===== src/include/i2c_irq_pkg.sv =====
package i2c_irq_pkg;
	// Flag positions in the software clear vector
	localparam int FLAG_W          = 6;
	localparam int IDX_TX_EMPTY    = 0;
	localparam int IDX_TX_END      = 1;
	localparam int IDX_RX_FULL     = 2;
	localparam int IDX_STOP_SEEN   = 3;
	localparam int IDX_NO_ACK      = 4;
	localparam int IDX_ARB_OVERRUN = 5;

	// Values after reset
	localparam logic       TX_EMPTY_RST = 1'b0;
	localparam logic [7:0] DATA_RST     = 8'h00;

	// SCL monitoring time in half system clock cycles, as printed
	localparam int MON_HALF_00 = 15;
	localparam int MON_HALF_01 = 39;
	localparam int MON_HALF_10 = 35;
	localparam int MON_HALF_11 = 83;
	// Least time, so round up to whole cycles
	localparam int MON_CYC_00  = (MON_HALF_00 + 1) / 2;
	localparam int MON_CYC_01  = (MON_HALF_01 + 1) / 2;
	localparam int MON_CYC_10  = (MON_HALF_10 + 1) / 2;
	localparam int MON_CYC_11  = (MON_HALF_11 + 1) / 2;
	localparam int MON_CNT_W   = 6;

	// Input synchroniser depth
	localparam int SYNC_STAGES = 3;

	typedef enum logic [1:0] {
		SYNC_IDLE,
		SYNC_MONITOR,
		SYNC_WAIT_HIGH
	} scl_sync_state_t;
endpackage


===== src/rtl/scl_bit_sync.sv =====
`timescale 1ns/1ps
module scl_bit_sync (
	input  wire logic       i_mclk,
	input  wire logic       i_rst,
	input  wire logic       i_enable,
	input  wire logic       i_release,
	input  wire logic       i_scl_in,
	input  wire logic [1:0] i_cks_hi,
	output logic            o_scl_level,
	output logic            o_high_ok,
	output logic            o_stretching
);
	logic [i2c_irq_pkg::SYNC_STAGES-1:0]  sync_r;
	logic                                 level_r;
	logic [i2c_irq_pkg::MON_CNT_W-1:0]    cnt_r;
	logic [i2c_irq_pkg::MON_CNT_W-1:0]    mon_len;
	logic                                 agree;
	logic                                 release_d_r;
	logic                                 release_rise;
	i2c_irq_pkg::scl_sync_state_t         state_r;
	i2c_irq_pkg::scl_sync_state_t         state_nxt;

	// Pin sampled by three flops; level follows only when last two agree
	assign agree        = sync_r[1] == sync_r[2];
	assign release_rise = i_release & ~release_d_r;

	assign mon_len = (i_cks_hi == 2'b00) ? i2c_irq_pkg::MON_CNT_W'(i2c_irq_pkg::MON_CYC_00) :
	                 (i_cks_hi == 2'b01) ? i2c_irq_pkg::MON_CNT_W'(i2c_irq_pkg::MON_CYC_01) :
	                 (i_cks_hi == 2'b10) ? i2c_irq_pkg::MON_CNT_W'(i2c_irq_pkg::MON_CYC_10) :
	                                       i2c_irq_pkg::MON_CNT_W'(i2c_irq_pkg::MON_CYC_11);

	always_ff @(posedge i_mclk or posedge i_rst) begin
		if (i_rst) begin
			sync_r      <= '1;
			level_r     <= 1'b1;
			release_d_r <= 1'b0;
		end else begin
			sync_r      <= {sync_r[1:0], i_scl_in};
			release_d_r <= i_release;
			if (agree)
				level_r <= sync_r[2];
		end
	end

	always_comb begin
		state_nxt = state_r;
		case (state_r)
			i2c_irq_pkg::SYNC_IDLE: begin
				if (i_enable && release_rise)
					state_nxt = i2c_irq_pkg::SYNC_MONITOR;
			end
			i2c_irq_pkg::SYNC_MONITOR: begin
				if (!i_release || !i_enable)
					state_nxt = i2c_irq_pkg::SYNC_IDLE;
				else if (cnt_r >= mon_len - 1'b1)
					state_nxt = i2c_irq_pkg::SYNC_WAIT_HIGH;
			end
			i2c_irq_pkg::SYNC_WAIT_HIGH: begin
				// Slave hold or slow rise keeps us here
				if (!i_release || !i_enable || level_r)
					state_nxt = i2c_irq_pkg::SYNC_IDLE;
			end
			default: state_nxt = i2c_irq_pkg::SYNC_IDLE;
		endcase
	end

	always_ff @(posedge i_mclk or posedge i_rst) begin
		if (i_rst) begin
			state_r <= i2c_irq_pkg::SYNC_IDLE;
			cnt_r   <= '0;
		end else begin
			state_r <= state_nxt;
			if (state_r == i2c_irq_pkg::SYNC_MONITOR)
				cnt_r <= cnt_r + 1'b1;
			else
				cnt_r <= '0;
		end
	end

	assign o_scl_level  = level_r;
	// High phase starts only once SCL is seen high after the wait
	assign o_high_ok    = (state_r == i2c_irq_pkg::SYNC_WAIT_HIGH) & level_r
	                      & i_release & i_enable;
	// Gated like the high phase, so a re-grabbed line never reads as a stretch
	assign o_stretching = (state_r == i2c_irq_pkg::SYNC_WAIT_HIGH) & ~level_r
	                      & i_release & i_enable;
endmodule


===== src/rtl/i2c_irq_sync.sv =====
// What this block does
// - Tx-empty, tx-end, rx-full requests are flag AND enable, both modes.
// - Stop request is flag AND enable, only in I2C mode.
// - Shared request: enable AND (no-ack in I2C, or arb-lost/overrun).
// - Writing transmit data clears tx-end flag, and tx-empty unless shift stage is idle.
// - Reading receive data clears the rx-full flag.
// - Tx-empty sets again when written data moves on to shift stage.
// - Master watches real SCL level after release before high phase.
// - Clock phase extends while SCL held low or rising slowly.
// - Monitor time from clock-select bits: 8, 20, 18, 42 cycles (7.5, 19.5, 17.5, 41.5 rounded up).
// - Format-select 1 selects clocked synchronous format instead of I2C.
// - Sync receive: eighth rise with rx-full set flags overrun, keeps byte.
`timescale 1ns/1ps
module i2c_irq_sync (
	input  wire logic                           i_mclk,
	input  wire logic                           i_rst,
	input  wire logic                           i_format_select,
	input  wire logic                           i_master_mode,
	input  wire logic                           i_clock_select_bit3,
	input  wire logic                           i_clock_select_bit2,
	input  wire logic                           i_tx_empty_irq_enable,
	input  wire logic                           i_tx_end_irq_enable,
	input  wire logic                           i_rx_full_irq_enable,
	input  wire logic                           i_stop_seen_irq_enable,
	input  wire logic                           i_no_ack_irq_enable,
	input  wire logic                           i_tx_data_write,
	input  wire logic [7:0]                     i_tx_data,
	input  wire logic                           i_rx_data_read,
	input  wire logic                           i_tx_mode_enter,
	input  wire logic                           i_shift_idle,
	input  wire logic                           i_shift_load,
	input  wire logic                           i_tx_end_event,
	input  wire logic                           i_rx_byte_done,
	input  wire logic [7:0]                     i_rx_shift_data,
	input  wire logic                           i_eighth_rise,
	input  wire logic                           i_stop_event,
	input  wire logic                           i_no_ack_event,
	input  wire logic                           i_arb_lost_event,
	input  wire logic [i2c_irq_pkg::FLAG_W-1:0] i_flag_clear,
	input  wire logic                           i_scl_drive_low,
	input  wire logic                           i_scl_in,
	output logic                                o_scl_out,
	output logic                                o_scl_oe,
	output logic                                o_scl_level,
	output logic                                o_scl_high_ok,
	output logic                                o_scl_stretching,
	output logic [7:0]                          o_tx_data_register,
	output logic [7:0]                          o_rx_data_register,
	output logic                                o_tx_empty_flag,
	output logic                                o_tx_end_flag,
	output logic                                o_rx_full_flag,
	output logic                                o_stop_seen_flag,
	output logic                                o_no_ack_flag,
	output logic                                o_arb_lost_overrun_flag,
	output logic                                o_tx_empty_request,
	output logic                                o_tx_end_request,
	output logic                                o_rx_full_request,
	output logic                                o_stop_seen_request,
	output logic                                o_no_ack_request
);
	logic       tx_empty_r;
	logic       tx_end_r;
	logic       rx_full_r;
	logic       stop_seen_r;
	logic       no_ack_r;
	logic       arb_ovr_r;
	logic       tx_empty_nxt;
	logic       tx_end_nxt;
	logic       rx_full_nxt;
	logic       stop_seen_nxt;
	logic       no_ack_nxt;
	logic       arb_ovr_nxt;
	logic [7:0] tx_data_r;
	logic [7:0] rx_data_r;
	logic       i2c_mode;
	logic       sync_mode;
	logic       overrun;
	logic       rx_take;
	logic       tx_empty_set;
	logic       tx_empty_clr;
	logic       scl_release;

	assign sync_mode = i_format_select;
	assign i2c_mode  = ~i_format_select;

	// Receive while the old byte is unread in sync mode loses the new one
	assign overrun = sync_mode & i_eighth_rise & rx_full_r;
	assign rx_take = i_rx_byte_done & ~(sync_mode & rx_full_r);

	// A write straight into an idle shift stage leaves the buffer empty
	assign tx_empty_set = i_tx_mode_enter | i_shift_load
	                      | (i_tx_data_write & i_shift_idle);
	assign tx_empty_clr = i_tx_data_write | i_flag_clear[i2c_irq_pkg::IDX_TX_EMPTY];

	// Set beats clear on every flag, so no event is dropped
	assign tx_empty_nxt  = tx_empty_set | (tx_empty_r & ~tx_empty_clr);
	assign tx_end_nxt    = i_tx_end_event
	                       | (tx_end_r & ~i_tx_data_write
	                          & ~i_flag_clear[i2c_irq_pkg::IDX_TX_END]);
	assign rx_full_nxt   = rx_take
	                       | (rx_full_r & ~i_rx_data_read
	                          & ~i_flag_clear[i2c_irq_pkg::IDX_RX_FULL]);
	assign stop_seen_nxt = (i2c_mode & i_stop_event)
	                       | (stop_seen_r & ~i_flag_clear[i2c_irq_pkg::IDX_STOP_SEEN]);
	assign no_ack_nxt    = (i2c_mode & i_no_ack_event)
	                       | (no_ack_r & ~i_flag_clear[i2c_irq_pkg::IDX_NO_ACK]);
	assign arb_ovr_nxt   = (i2c_mode & i_arb_lost_event) | overrun
	                       | (arb_ovr_r & ~i_flag_clear[i2c_irq_pkg::IDX_ARB_OVERRUN]);

	always_ff @(posedge i_mclk or posedge i_rst) begin
		if (i_rst) begin
			tx_empty_r  <= i2c_irq_pkg::TX_EMPTY_RST;
			tx_end_r    <= 1'b0;
			rx_full_r   <= 1'b0;
			stop_seen_r <= 1'b0;
			no_ack_r    <= 1'b0;
			arb_ovr_r   <= 1'b0;
		end else begin
			tx_empty_r  <= tx_empty_nxt;
			tx_end_r    <= tx_end_nxt;
			rx_full_r   <= rx_full_nxt;
			stop_seen_r <= stop_seen_nxt;
			no_ack_r    <= no_ack_nxt;
			arb_ovr_r   <= arb_ovr_nxt;
		end
	end

	always_ff @(posedge i_mclk or posedge i_rst) begin
		if (i_rst) begin
			tx_data_r <= i2c_irq_pkg::DATA_RST;
			rx_data_r <= i2c_irq_pkg::DATA_RST;
		end else begin
			if (i_tx_data_write)
				tx_data_r <= i_tx_data;
			if (rx_take)
				rx_data_r <= i_rx_shift_data;
		end
	end

	assign o_tx_data_register      = tx_data_r;
	assign o_rx_data_register      = rx_data_r;
	assign o_tx_empty_flag         = tx_empty_r;
	assign o_tx_end_flag           = tx_end_r;
	assign o_rx_full_flag          = rx_full_r;
	assign o_stop_seen_flag        = stop_seen_r;
	assign o_no_ack_flag           = no_ack_r;
	assign o_arb_lost_overrun_flag = arb_ovr_r;

	// Levels straight from flag registers, so they drop one edge after a clear
	assign o_tx_empty_request  = tx_empty_r & i_tx_empty_irq_enable;
	assign o_tx_end_request    = tx_end_r & i_tx_end_irq_enable;
	assign o_rx_full_request   = rx_full_r & i_rx_full_irq_enable;
	assign o_stop_seen_request = i2c_mode & stop_seen_r & i_stop_seen_irq_enable;
	assign o_no_ack_request    = i_no_ack_irq_enable
	                             & ((i2c_mode & no_ack_r) | arb_ovr_r);

	// Open-drain SCL: only ever pulled low, released otherwise
	assign o_scl_out   = 1'b0;
	assign o_scl_oe    = i_master_mode & i_scl_drive_low;
	assign scl_release = i_master_mode & ~i_scl_drive_low;

	scl_bit_sync u_scl_sync (
		.i_mclk       (i_mclk),
		.i_rst        (i_rst),
		.i_enable     (i_master_mode),
		.i_release    (scl_release),
		.i_scl_in     (i_scl_in),
		.i_cks_hi     ({i_clock_select_bit3, i_clock_select_bit2}),
		.o_scl_level  (o_scl_level),
		.o_high_ok    (o_scl_high_ok),
		.o_stretching (o_scl_stretching)
	);
endmodule


===== config.mk =====
export PLATFORM = sky130hd
export DESIGN_NAME = i2c_irq_sync
export DESIGN_NICKNAME = d
export VERILOG_FILES = /design/src/include/i2c_irq_pkg.sv /design/src/rtl/scl_bit_sync.sv /design/src/rtl/i2c_irq_sync.sv
export SDC_FILE = /design/constraint.sdc
export NUM_CORES = 1
export LEC_CHECK = 0
export BUFFER_PORTS_ARGS = -buffer_cell sky130_fd_sc_hd__buf_4
export CORE_UTILIZATION = 49
export DETAILED_ROUTE_END_ITERATION = 8
export PLACE_DENSITY = 0.91
export SLEW_MARGIN = 20
export SYNTH_ARGS = -nofsm -noshare
export SYNTH_HDL_FRONTEND = slang
export SYNTH_SLANG_ARGS = --single-unit

===== constraint.sdc =====
create_clock -name i_mclk -period 2.4 [get_ports i_mclk]
set_input_delay 0 -clock i_mclk [delete_from_list [all_inputs] [get_ports i_mclk]]
set_output_delay 0 -clock i_mclk [all_outputs]
set_load 0.005 [all_outputs]

==> reports/metrics.cfg, run 1 <==
[status]
status=finished, final reports clean

[setup_path]
end_kind=flop
crit_arrival_ps=2030
required_ps=2620
startpoint_type=input pin
reg2reg_to=o_arb_lost_overrun_flag
worstRegToRegCells=3
critical_path_class=in2reg
r2r_slack_ps=880
path_max_fanout=1
rr_startpoint=o_rx_full_flag

[yosys]
syn_avg_cell_area_sq_um=12.2
synthSimpleGateAreaFrac_pct=11.3
synthXorXnorAreaFrac_pct=1.60
synth_top_family_by_area=multiplexers
netlist_area_sq_mm=0.00164
synth_mux_area_share_pct=12.8
synth_top_cell_area_share_pct=47.3
synth_flop_cell=dfrtp_1
synth_nets=191
synthDistinctLibCells=36
synth_compound_gate_area_share_pct=7.32
synth-async-reset-ratio_pct=100
yosysWarnings=0
synthCells=135
synth.area.top_cells=dfrtp_1 (47%), ha_1 (7.6%), mux2_4 (7.3%)
synth_seq_area_share_pct=53.7
synth_fa_ha_area_share_pct=8.23
synth_seq_cells=35
yosysMostFrequentCell=dfrtp_1
synthTopCellsByCount=dfrtp_1 (31), inv_1 (15), nor2_1 (13)
yosysTopAreaCell=dfrtp_1
synth_edf_count=0

[place]
gp_congestion=0.802
portBuffers=76
dp_slack_ps=1090
place_hpwl_um=2680

[sta]
fin_setup_tns_ps=0
worst_slack_ps=589
min_period_over_period_pct=75.4
final.setup_skew_ps=16.0
fmax_ghz=0.552
min_period_ps=1810
maxSlewViolCount=0
rsz0062_at_grt=no
final_hold_viol_count=0
setup_viol=0

[floorplan]
die_y_um=59.9
die_area_sq_mm=0.00359
die_x_um=59.9
start_util_pct=52.5
coreArea_sq_mm=0.00313
std_cell_rows=20
io_pins=78

[power]
p_int_mw=1.02
swShare_pct=26.7
seq_power_share_pct=49.3
power_frac_comb_pct=23.7
powerDensity_mw_per_mm2=529
p_clk_share_pct=27.0
power.leakage_nw=1.32
ir_worst_vdd_mv=0.502
p_switching_mw=0.372

[route]
drtIter0Drc=60
wl_per_cell_um=18.8
drt_pass1_iterations=4
ant_nets=0
vias_per_cell=5.32
drcViolationCount=0
wl_um=5490
vias=1558

[cts]
cts.sinks=35
cts_buffers=5
cts-htree-levels=2
cts_buffer_depth=2
cts_tree=yes
root_buffer=clkbuf_4
clk_pin_slew_ps=120
insertion_delay_ps=350

[cells_and_area]
regArea_sq_um=881
antenna_cells=0
fin_nets=304
drive_gt1_share_pct=43.4
areaGrowthSynthToFinish_pct=60.8
multi_input_area_sq_um=681
nFillCells=143

[worst_hold_path]
hold_class=in2reg
holdPathStages=2
whs_endpoint=o_tx_data_register[2]
min-delay-start=i_tx_data_write

[global_route]
grt_usage_pct=35.1
grt_pass1_vias=1654
antenna_found_initial=0
gr-total-overflow=0
grt_max_degree=36
grt_pass1_wl_um=8470

[flow_run]
maxCapViolations=0

## worst max-delay path: stages
cell and delay (ps):
dlygate4sd3_1 540, buf_4 130, nor2_1 90, dlygate4sd3_1 590
nand2_1 100, dlygate4sd3_1 580
## through the flow
step | utilization, % | hold WS, ps | power, mW | area (sq um) | cells
5_1_grt | 84.4 | 30.2 | 1.46 | 2640 | 293
2_1_floorplan | - | 4.48 | 0.795 | 1640 | 135
4_1_cts | 84.4 | 19.9 | 1.36 | 2640 | 293
3_5_place_dp | 72.0 | 111 | 0.955 | 2250 | 253
3_3_place_gp | 72.0 | 110 | 0.944 | 2250 | 253
6_report | 84.4 | 23.5 | 1.40 | 2640 | 293
## power groups by stage
stage	clock, mW	combinational [mW]	sequential (mW)
2_1_floorplan	0	0.110	0.685
6_report	0.376	0.332	0.688
4_1_cts	0.364	0.314	0.678
5_1_grt	0.409	0.354	0.692
3_3_place_gp	0	0.258	0.686
3_5_place_dp	0	0.268	0.688
## layout by cell type, fill, tap and decap left out, types with 2 or more instances in the layout
cell,instances
clkbuf_8,2
nand4bb_1,2
mux2_4,8
o22ai_1,2
nor2_1,13
mux2_2,8
buf_4,77
nand3_1,3
clkbuf_4,5
a21oi_1,4
dlygate4sd3_1,32
and2_1,4
o21ai_0,4
dfstp_2,4
xor2_1,2
dfrtp_1,31
ha_1,10
inv_1,15
nand2_1,4
## logic make-up after synthesis
logic type / count (synthesis)
DFF: 35
and+or+nand+nor: 34
buffers and inverters: 18
AOI/OAI and AO/OA: 17
muxes: 16
adders and majority gates: 11
xor gates and xnor gates: 3
other: 1
## layout make-up
| type | count | area share (%) |
|---|---|---|
| clock buffers | 8 | 2.61 |
| inverters | 15 | 2.13 |
| multi-input cells | 82 | 25.8 |
| flip-flops and latches | 35 | 33.4 |
| well taps | 44 | 2.09 |
| repair buffers | 109 | 34.0 |
## how the worst max path moves through the flow
stage	start	to	slack (ps)	cells past startpoint
after global routing	i_tx_mode_enter	o_tx_empty_flag	580	6
after floorplan	o_rx_full_flag	o_rx_data_register[0]	1180	2
after CTS	i_tx_mode_enter	o_tx_empty_flag	780	6
final	i_tx_mode_enter	o_tx_empty_flag	590	6
after detailed placement	o_rx_full_flag	o_rx_data_register[5]	1090	2
after global placement	o_rx_full_flag	o_rx_data_register[4]	1120	2
## per-layer routing
layer | wire (um) | GRT usage, % | part of all wire [%]
met5 | 0 | 0 | 0
met4 | 238 | 18.9 | 4.3
met3 | 529 | 14.5 | 9.6
met2 | 2650 | 56.0 | 48
met1 | 2080 | 39.9 | 38
## state kept, by name, indices dropped and copies added (netlist names), 2 cells and up
signal	cells
o_tx_data_register	8
u_scl_sync.sync_r	3
o_rx_data_register	8
u_scl_sync.state_r	2
u_scl_sync.cnt_r	6
## repair_timing
action / 4_1_cts / 5_1_grt
resized for setup: 0 / 0
hold buffers: 32 / 0
setup endpoints to repair: 0 / 0
buffers inserted: 0 / 0
endpoints found under the hold margin: 55 / 0
No activity file was read; power rests on OpenSTA's default activity.
==> inputs of run 2 (changes only) <==
- CORE_UTILIZATION: 49 -> 46
- PLACE_DENSITY: 0.91 -> 0.86
- clock period: 2.4 -> 1.7 ns (I/O delays scaled with it)
==> run 2 against run 1 <==
- clock power rose by 71%
- critical path depth did not move
- non-clock buffer count rose by 1
- clock skew fell by 4.8 ps
- clock-buffer cell count fell by 2
- sequential share of layout area fell by 0.41 points
- wire length fell by 18%
- sequential power rose by 39%
- critical path type unchanged
- largest cell class unchanged
==> reports/metrics.cfg, run 2 (synthesis results as in run 1) <==
[route]
top_layer=met4  ; unchanged
met2_length_um=2450  ; was 2650 um
ant_nets=0  ; unchanged
drtIter0Drc=35  ; was 60
met3_length_um=223  ; was 529 um
vias=1463  ; was 1,558
vias_per_cell=4.93  ; was 5.32
drcViolationCount=0  ; unchanged
wl_per_cell_um=15.1  ; was 18.8 um
wl_um=4480  ; was 5490 um
drt-met1-wl_um=1660  ; was 2080 um
drt_pass1_iterations=4  ; unchanged

[sta]
setup_viol=0  ; unchanged
fin_setup_tns_ps=0  ; unchanged
worst_slack_ps=43.8  ; was 589 ps
final.setup_skew_ps=11.2  ; was 16.0 ps
min_period_ps=1660
min_period_over_period_pct=97.4
final_hold_viol_count=0  ; unchanged
maxSlewViolCount=0  ; unchanged
rsz0062_at_grt=no  ; unchanged
fmax_ghz=0.604

[cells_and_area]
areaGrowthSynthToFinish_pct=62.8  ; was 60.8%
final_cell_mix=buf_4 (77), dlygate4sd3_1 (33), dfrtp_1 (31), inv_1 (15), nor2_1 (13)  ; was buf_4 (77), dlygate4sd3_1 (32), dfrtp_1 (31), inv_1 (15), nor2_1 (13)
layout_commonest_cell=buf_4  ; unchanged
design_area_sq_mm=0.00267  ; was 0.00264 sq mm
fin_nets=305  ; was 304
drive_gt1_share_pct=43.6  ; was 43.4%
finalCoreUtilization_pct=78.8  ; was 84.4%

[flow_run]
maxCapViolations=0  ; unchanged

[cts]
insertion_delay_ps=350  ; about the same
cts-htree-levels=2  ; unchanged
cts_tree=yes  ; unchanged
cts_buffer_depth=2  ; unchanged
clk_pin_slew_ps=110  ; was 120 ps
cts_buffers=5  ; unchanged
cts_setup_buffers=0  ; unchanged
root_buffer=clkbuf_4  ; unchanged
cts.sinks=35  ; unchanged

[setup_path]
critical-path-max-stage-delay_ps=550  ; was 590 ps
startpoint_type=input pin  ; unchanged
cp_cell_sequence=dlygate4sd3_1 > buf_4 > nor2_1 > dlygate4sd3_1 > nand2_1 > dlygate4sd3_1  ; unchanged
required_ps=1950  ; was 2620 ps
crit_slowest_cell=dlygate4sd3_1  ; unchanged
cp_common_cell=dlygate4sd3_1  ; unchanged
cp_top_family=buffers and inverters  ; unchanged
critical_path_class=in2reg  ; unchanged
path_max_fanout=1  ; unchanged
rr_startpoint=u_scl_sync.cnt_r[3]  ; was o_rx_full_flag
path_buf_inv=4  ; unchanged
cp-startpoint=i_tx_mode_enter  ; unchanged
crit_arrival_ps=1910  ; was 2030 ps
end_kind=flop  ; unchanged

[power]
p_clk_share_pct=31.3  ; was 27.0%
seq_power_share_pct=46.7  ; was 49.3%
powerDensity_mw_per_mm2=768  ; was 529 mW/mm^2
power.leakage_nw=1.34  ; was 1.32 nW
swShare_pct=24.6  ; was 26.7%
p_switching_mw=0.504  ; was 0.372 mW
power_frac_comb_pct=22.0  ; was 23.7%
ir_worst_vdd_mv=0.613  ; was 0.502 mV
p_int_mw=1.55  ; was 1.02 mW

[place]
place_hpwl_um=2680  ; about the same
place_area_sq_mm=0.00225  ; about the same
gp_congestion=0.788  ; was 0.802
portBuffers=76  ; unchanged
dp_slack_ps=371  ; was 1090 ps

[global_route]
antenna_found_initial=1  ; was 0
grt_usage_pct=24.7  ; was 35.1%
grt_pass1_vias=1445  ; was 1,654
gr-total-overflow=0  ; unchanged
grt_pass1_wl_um=6420  ; was 8470 um
grt_max_degree=36  ; unchanged

[floorplan]
die_x_um=61.7  ; was 59.9 um
std_cell_rows=21  ; was 20
start_util_pct=48.4  ; was 52.5%
die_area_sq_mm=0.00381  ; was 0.00359 sq mm
io_pins=78  ; unchanged
coreArea_sq_mm=0.00339  ; was 0.00313 sq mm
die_y_um=61.7  ; was 59.9 um

[status]
status=finished, final reports clean  ; unchanged

[worst_hold_path]
min-delay-start=i_master_mode  ; was i_tx_data_write
hold_class=in2reg  ; unchanged

run 2: layer usage:
layer  up-vias  track usage, %
met2        58            42.4
met3        15            8.49
met5         -               0
met4         0            12.4
li1        680               -
met1       710            27.3
run 2: final timing paths:
check / to / slack, ps / cells past startpoint
setup / recovery: o_tx_empty_flag / 40 / 6
hold / removal: u_scl_sync.state_r[1] / 40 / 3
setup reg to reg: u_scl_sync.state_r[0] / 320 / 4
hold reg to reg: u_scl_sync.sync_r[2] / 370 / 0
max in group asynchronous: u_scl_sync.sync_r[1] / 1020 / 4
min in group asynchronous: o_rx_data_register[7] / 340 / 4
run 2: area by class of cell:
cell class,instances,area [sq um]
flip-flops and latches,35,881
clock buffers,6,51.3
repair buffers,110,908
inverters,15,56.3
fillers,200,717
diodes,1,2.50
multi-input cells,82,681
clock inverters,2,35.0
well taps,46,57.6
run 2: repair_timing:
action                    in CTS  in global routing
hold buffers                  32                  1
hold endpoints to repair      55                  1
resized for setup              0                  0
run 2: worst register-to-register path, delay by kind of cell, from the launching register on:
kind	cells	cell delay, ps
compound gates	2	450
flops	1	440
fa+ha+maj	1	310
simple gates	1	70
run 2: power by group through the flow:
stage	Sequential [mW]	Combinational [mW]	Clock (mW)
after floorplan	0.968	0.155	0
after global placement	0.967	0.367	0
after detailed placement	0.970	0.377	0
after CTS	0.955	0.440	0.636
after global routing	0.967	0.491	0.692
final	0.959	0.452	0.642
run 2: stage by stage:
stage	std cells	hold slack (ps)	total power [mW]
2_1_floorplan	135	4.48	1.12
3_3_place_gp	255	110	1.33
3_5_place_dp	255	111	1.35
4_1_cts	295	11.5	2.03
5_1_grt	297	48.9	2.15
6_report	297	44.1	2.05
==> inputs of run 3 (changes only) <==
- CORE_UTILIZATION: 46 -> 48
- CTS_BUF_LIST: unset -> sky130_fd_sc_hd__clkbuf_8
- PLACE_DENSITY: 0.86 -> 0.89
==> run 3 against run 2 <==
- first-iteration DRC count decreased by 11%
- core utilization increased by 6.3 points
- total power increased by 13%
- design area increased by 0.42%
- flip-flop and latch count unchanged
- clock-buffer cell count decreased by 1
- register-to-register slack got worse by 70 ps
- clock power increased by 39%
- combinational power increased by 2%
- highest routed layer unchanged
- largest power group unchanged
- clock skew decreased by 6.2 ps
==> reports/metrics.cfg, run 3 (synthesis results as in run 1) <==
[route]
drcViolationCount=0  ; unchanged
vias_per_cell=5.01  ; was 4.93
drtIter0Drc=31  ; was 35
wl_um=5010  ; was 4480 um
drt_pass1_iterations=4  ; unchanged
vias=1459  ; was 1,463
wl_per_cell_um=17.2  ; was 15.1 um
ant_nets=0  ; unchanged

[floorplan]
start_util_pct=52.1  ; was 48.4%
die_area_sq_mm=0.00366  ; was 0.00381 sq mm
std_cell_rows=20  ; was 21
die_x_um=60.5  ; was 61.7 um
die_y_um=60.5  ; was 61.7 um
io_pins=78  ; unchanged
coreArea_sq_mm=0.00315  ; was 0.00339 sq mm

[setup_path]
cp_cell_sequence=nand3_1 > o221ai_1 > dlygate4sd3_1  ; was dlygate4sd3_1 > buf_4 > nor2_1 > dlygate4sd3_1 > nand2_1 > dlygate4sd3_1
cp_top_family=buffers and inverters  ; unchanged
crit_arrival_ps=1620  ; was 1910 ps
rr_startpoint=o_rx_full_flag  ; was u_scl_sync.cnt_r[3]
critical_path_class=reg2reg  ; was in2reg
required_ps=1870  ; was 1950 ps
path_max_fanout=5  ; was 1
crit_slowest_cell=dlygate4sd3_1  ; unchanged
path_buf_inv=1  ; was 4
end_kind=flop  ; unchanged
critical-path-max-stage-delay_ps=600  ; was 550 ps
startpoint_type=flop  ; was input pin
cp-startpoint=o_rx_full_flag  ; was i_tx_mode_enter

[place]
portBuffers=76  ; unchanged
dp.cells=253  ; was 255
place_hpwl_um=2470  ; was 2680 um
gp_congestion=0.803  ; was 0.788

[global_route]
grt_pass1_wl_um=7420  ; was 6420 um
antenna_found_initial=0  ; was 1
grt_usage_pct=30.3  ; was 24.7%
gr-total-overflow=0  ; unchanged
grt_max_degree=36  ; unchanged
grt_pass1_vias=1484  ; was 1,445

[status]
status=finished, final reports clean  ; unchanged

[cts]
cts_buffers=5  ; unchanged
cts_buffer_depth=2  ; unchanged
cts.sinks=35  ; unchanged
root_buffer=clkbuf_8  ; was clkbuf_4
cts_tree=yes  ; unchanged
insertion_delay_ps=290  ; was 350 ps
cts-htree-levels=2  ; unchanged
clk_pin_slew_ps=80  ; was 110 ps

[cells_and_area]
drive_gt1_share_pct=43.7  ; was 43.6%
areaGrowthSynthToFinish_pct=63.5  ; was 62.8%
layout_commonest_cell=buf_4  ; unchanged
final_cell_mix=buf_4 (77), dfrtp_1 (31), dlygate4sd3_1 (30), inv_1 (16), nor2_1 (13)  ; was buf_4 (77), dlygate4sd3_1 (33), dfrtp_1 (31), inv_1 (15), nor2_1 (13)
nFillCells=172  ; was 200
finalNonFillerCells=291  ; was 297
antenna_cells=0  ; was 1
fin_nets=302  ; was 305
finalCoreUtilization_pct=85.1  ; was 78.8%

[sta]
maxSlewViolCount=0  ; unchanged
rsz0062_at_grt=no  ; unchanged
fin_setup_tns_ps=0  ; unchanged
min_period_over_period_pct=85.5  ; was 97.4%
min_period_ps=1450  ; was 1660 ps
final.setup_skew_ps=5.00  ; was 11.2 ps
fmax_ghz=0.688  ; was 0.604 GHz
setup_viol=0  ; unchanged
final_hold_viol_count=0  ; unchanged
hold_slack_ps=68.1  ; was 44.1 ps

[flow_run]
maxCapViolations=0  ; unchanged

[worst_hold_path]
hold_class=in2reg  ; unchanged
min-delay-start=i_rx_data_read  ; was i_master_mode

[power]
ir_worst_vdd_mv=0.765  ; was 0.613 mV
powerDensity_mw_per_mm2=863  ; was 768 mW/mm^2
power.leakage_nw=1.35  ; was 1.34 nW

-- run 3: changes by cell type in the layout (fill, tap and decap cells not counted) --
cell           previous run  this run
clkinv_2                  1         0
clkbuf_8                  1         5
bufinv_16                 1         2
inv_1                    15        16
diode_2                   1         0
dlygate4sd3_1            33        30
clkbuf_4                  5         0
-- run 3: area by class of cell --
| class | instances | area (sq um) | area share, % |
|---|---|---|---|
| multi-input combinational | 82 | 681 | 25.4 |
| inverter | 15 | 56.3 | 2.10 |
| clock buffer | 5 | 68.8 | 2.56 |
| sequential | 35 | 881 | 32.8 |
| tap | 44 | 55.1 | 2.05 |
| clock inverter | 3 | 63.8 | 2.38 |
| timing repair buffer | 107 | 878 | 32.7 |
-- run 3: worst reg2reg max path: stages (launching register included) --
cell and delay, ps:
dfrtp_1 480, nand3_1 130, o221ai_1 120, dlygate4sd3_1 600
-- run 3: path summary, 6_finish.rpt --
path / end / slack, ps / cells after the start
max in group asynchronous: u_scl_sync.sync_r[2] / 1000 / 4
min reg2reg: u_scl_sync.sync_r[1] / 360 / 0
max: o_arb_lost_overrun_flag / 250 / 3
min: o_rx_full_flag / 70 / 3
max reg2reg: o_arb_lost_overrun_flag / 250 / 3
min in group asynchronous: o_tx_data_register[5] / 370 / 4
-- run 3: stage by stage --
stage | setup slack, ps | instance area (sq um) | total power, mW
6_report | 246 | 2680 | 2.32
5_1_grt | 219 | 2680 | 2.41
4_1_cts | 360 | 2680 | 2.27
3_5_place_dp | 393 | 2250 | 1.34
3_3_place_gp | 429 | 2250 | 1.33
2_1_floorplan | 475 | 1640 | 1.12
-- run 3: power breakdown --
part	internal [mW]	switching [mW]	leakage, nW
clock	0.580	0.311	0.0695
sequential	0.908	0.0576	0.421
combinational	0.291	0.168	0.857
-- run 3: repair_timing --
action	4_1_cts	5_1_grt
endpoints found under the hold margin	54	0
resized for setup	0	0
setup buffers	0	0
hold buffers	30	0
-- run 3: metal layers --
layer	share of wire, %	GRT usage (%)	routed length (um)	up-vias
li1	-	-	-	670
met1	41	37.2	2050	699
met2	48	47.4	2430	80
met3	8.3	13.2	417	10
met4	2.3	11.7	116	0
met5	0	0	0	-
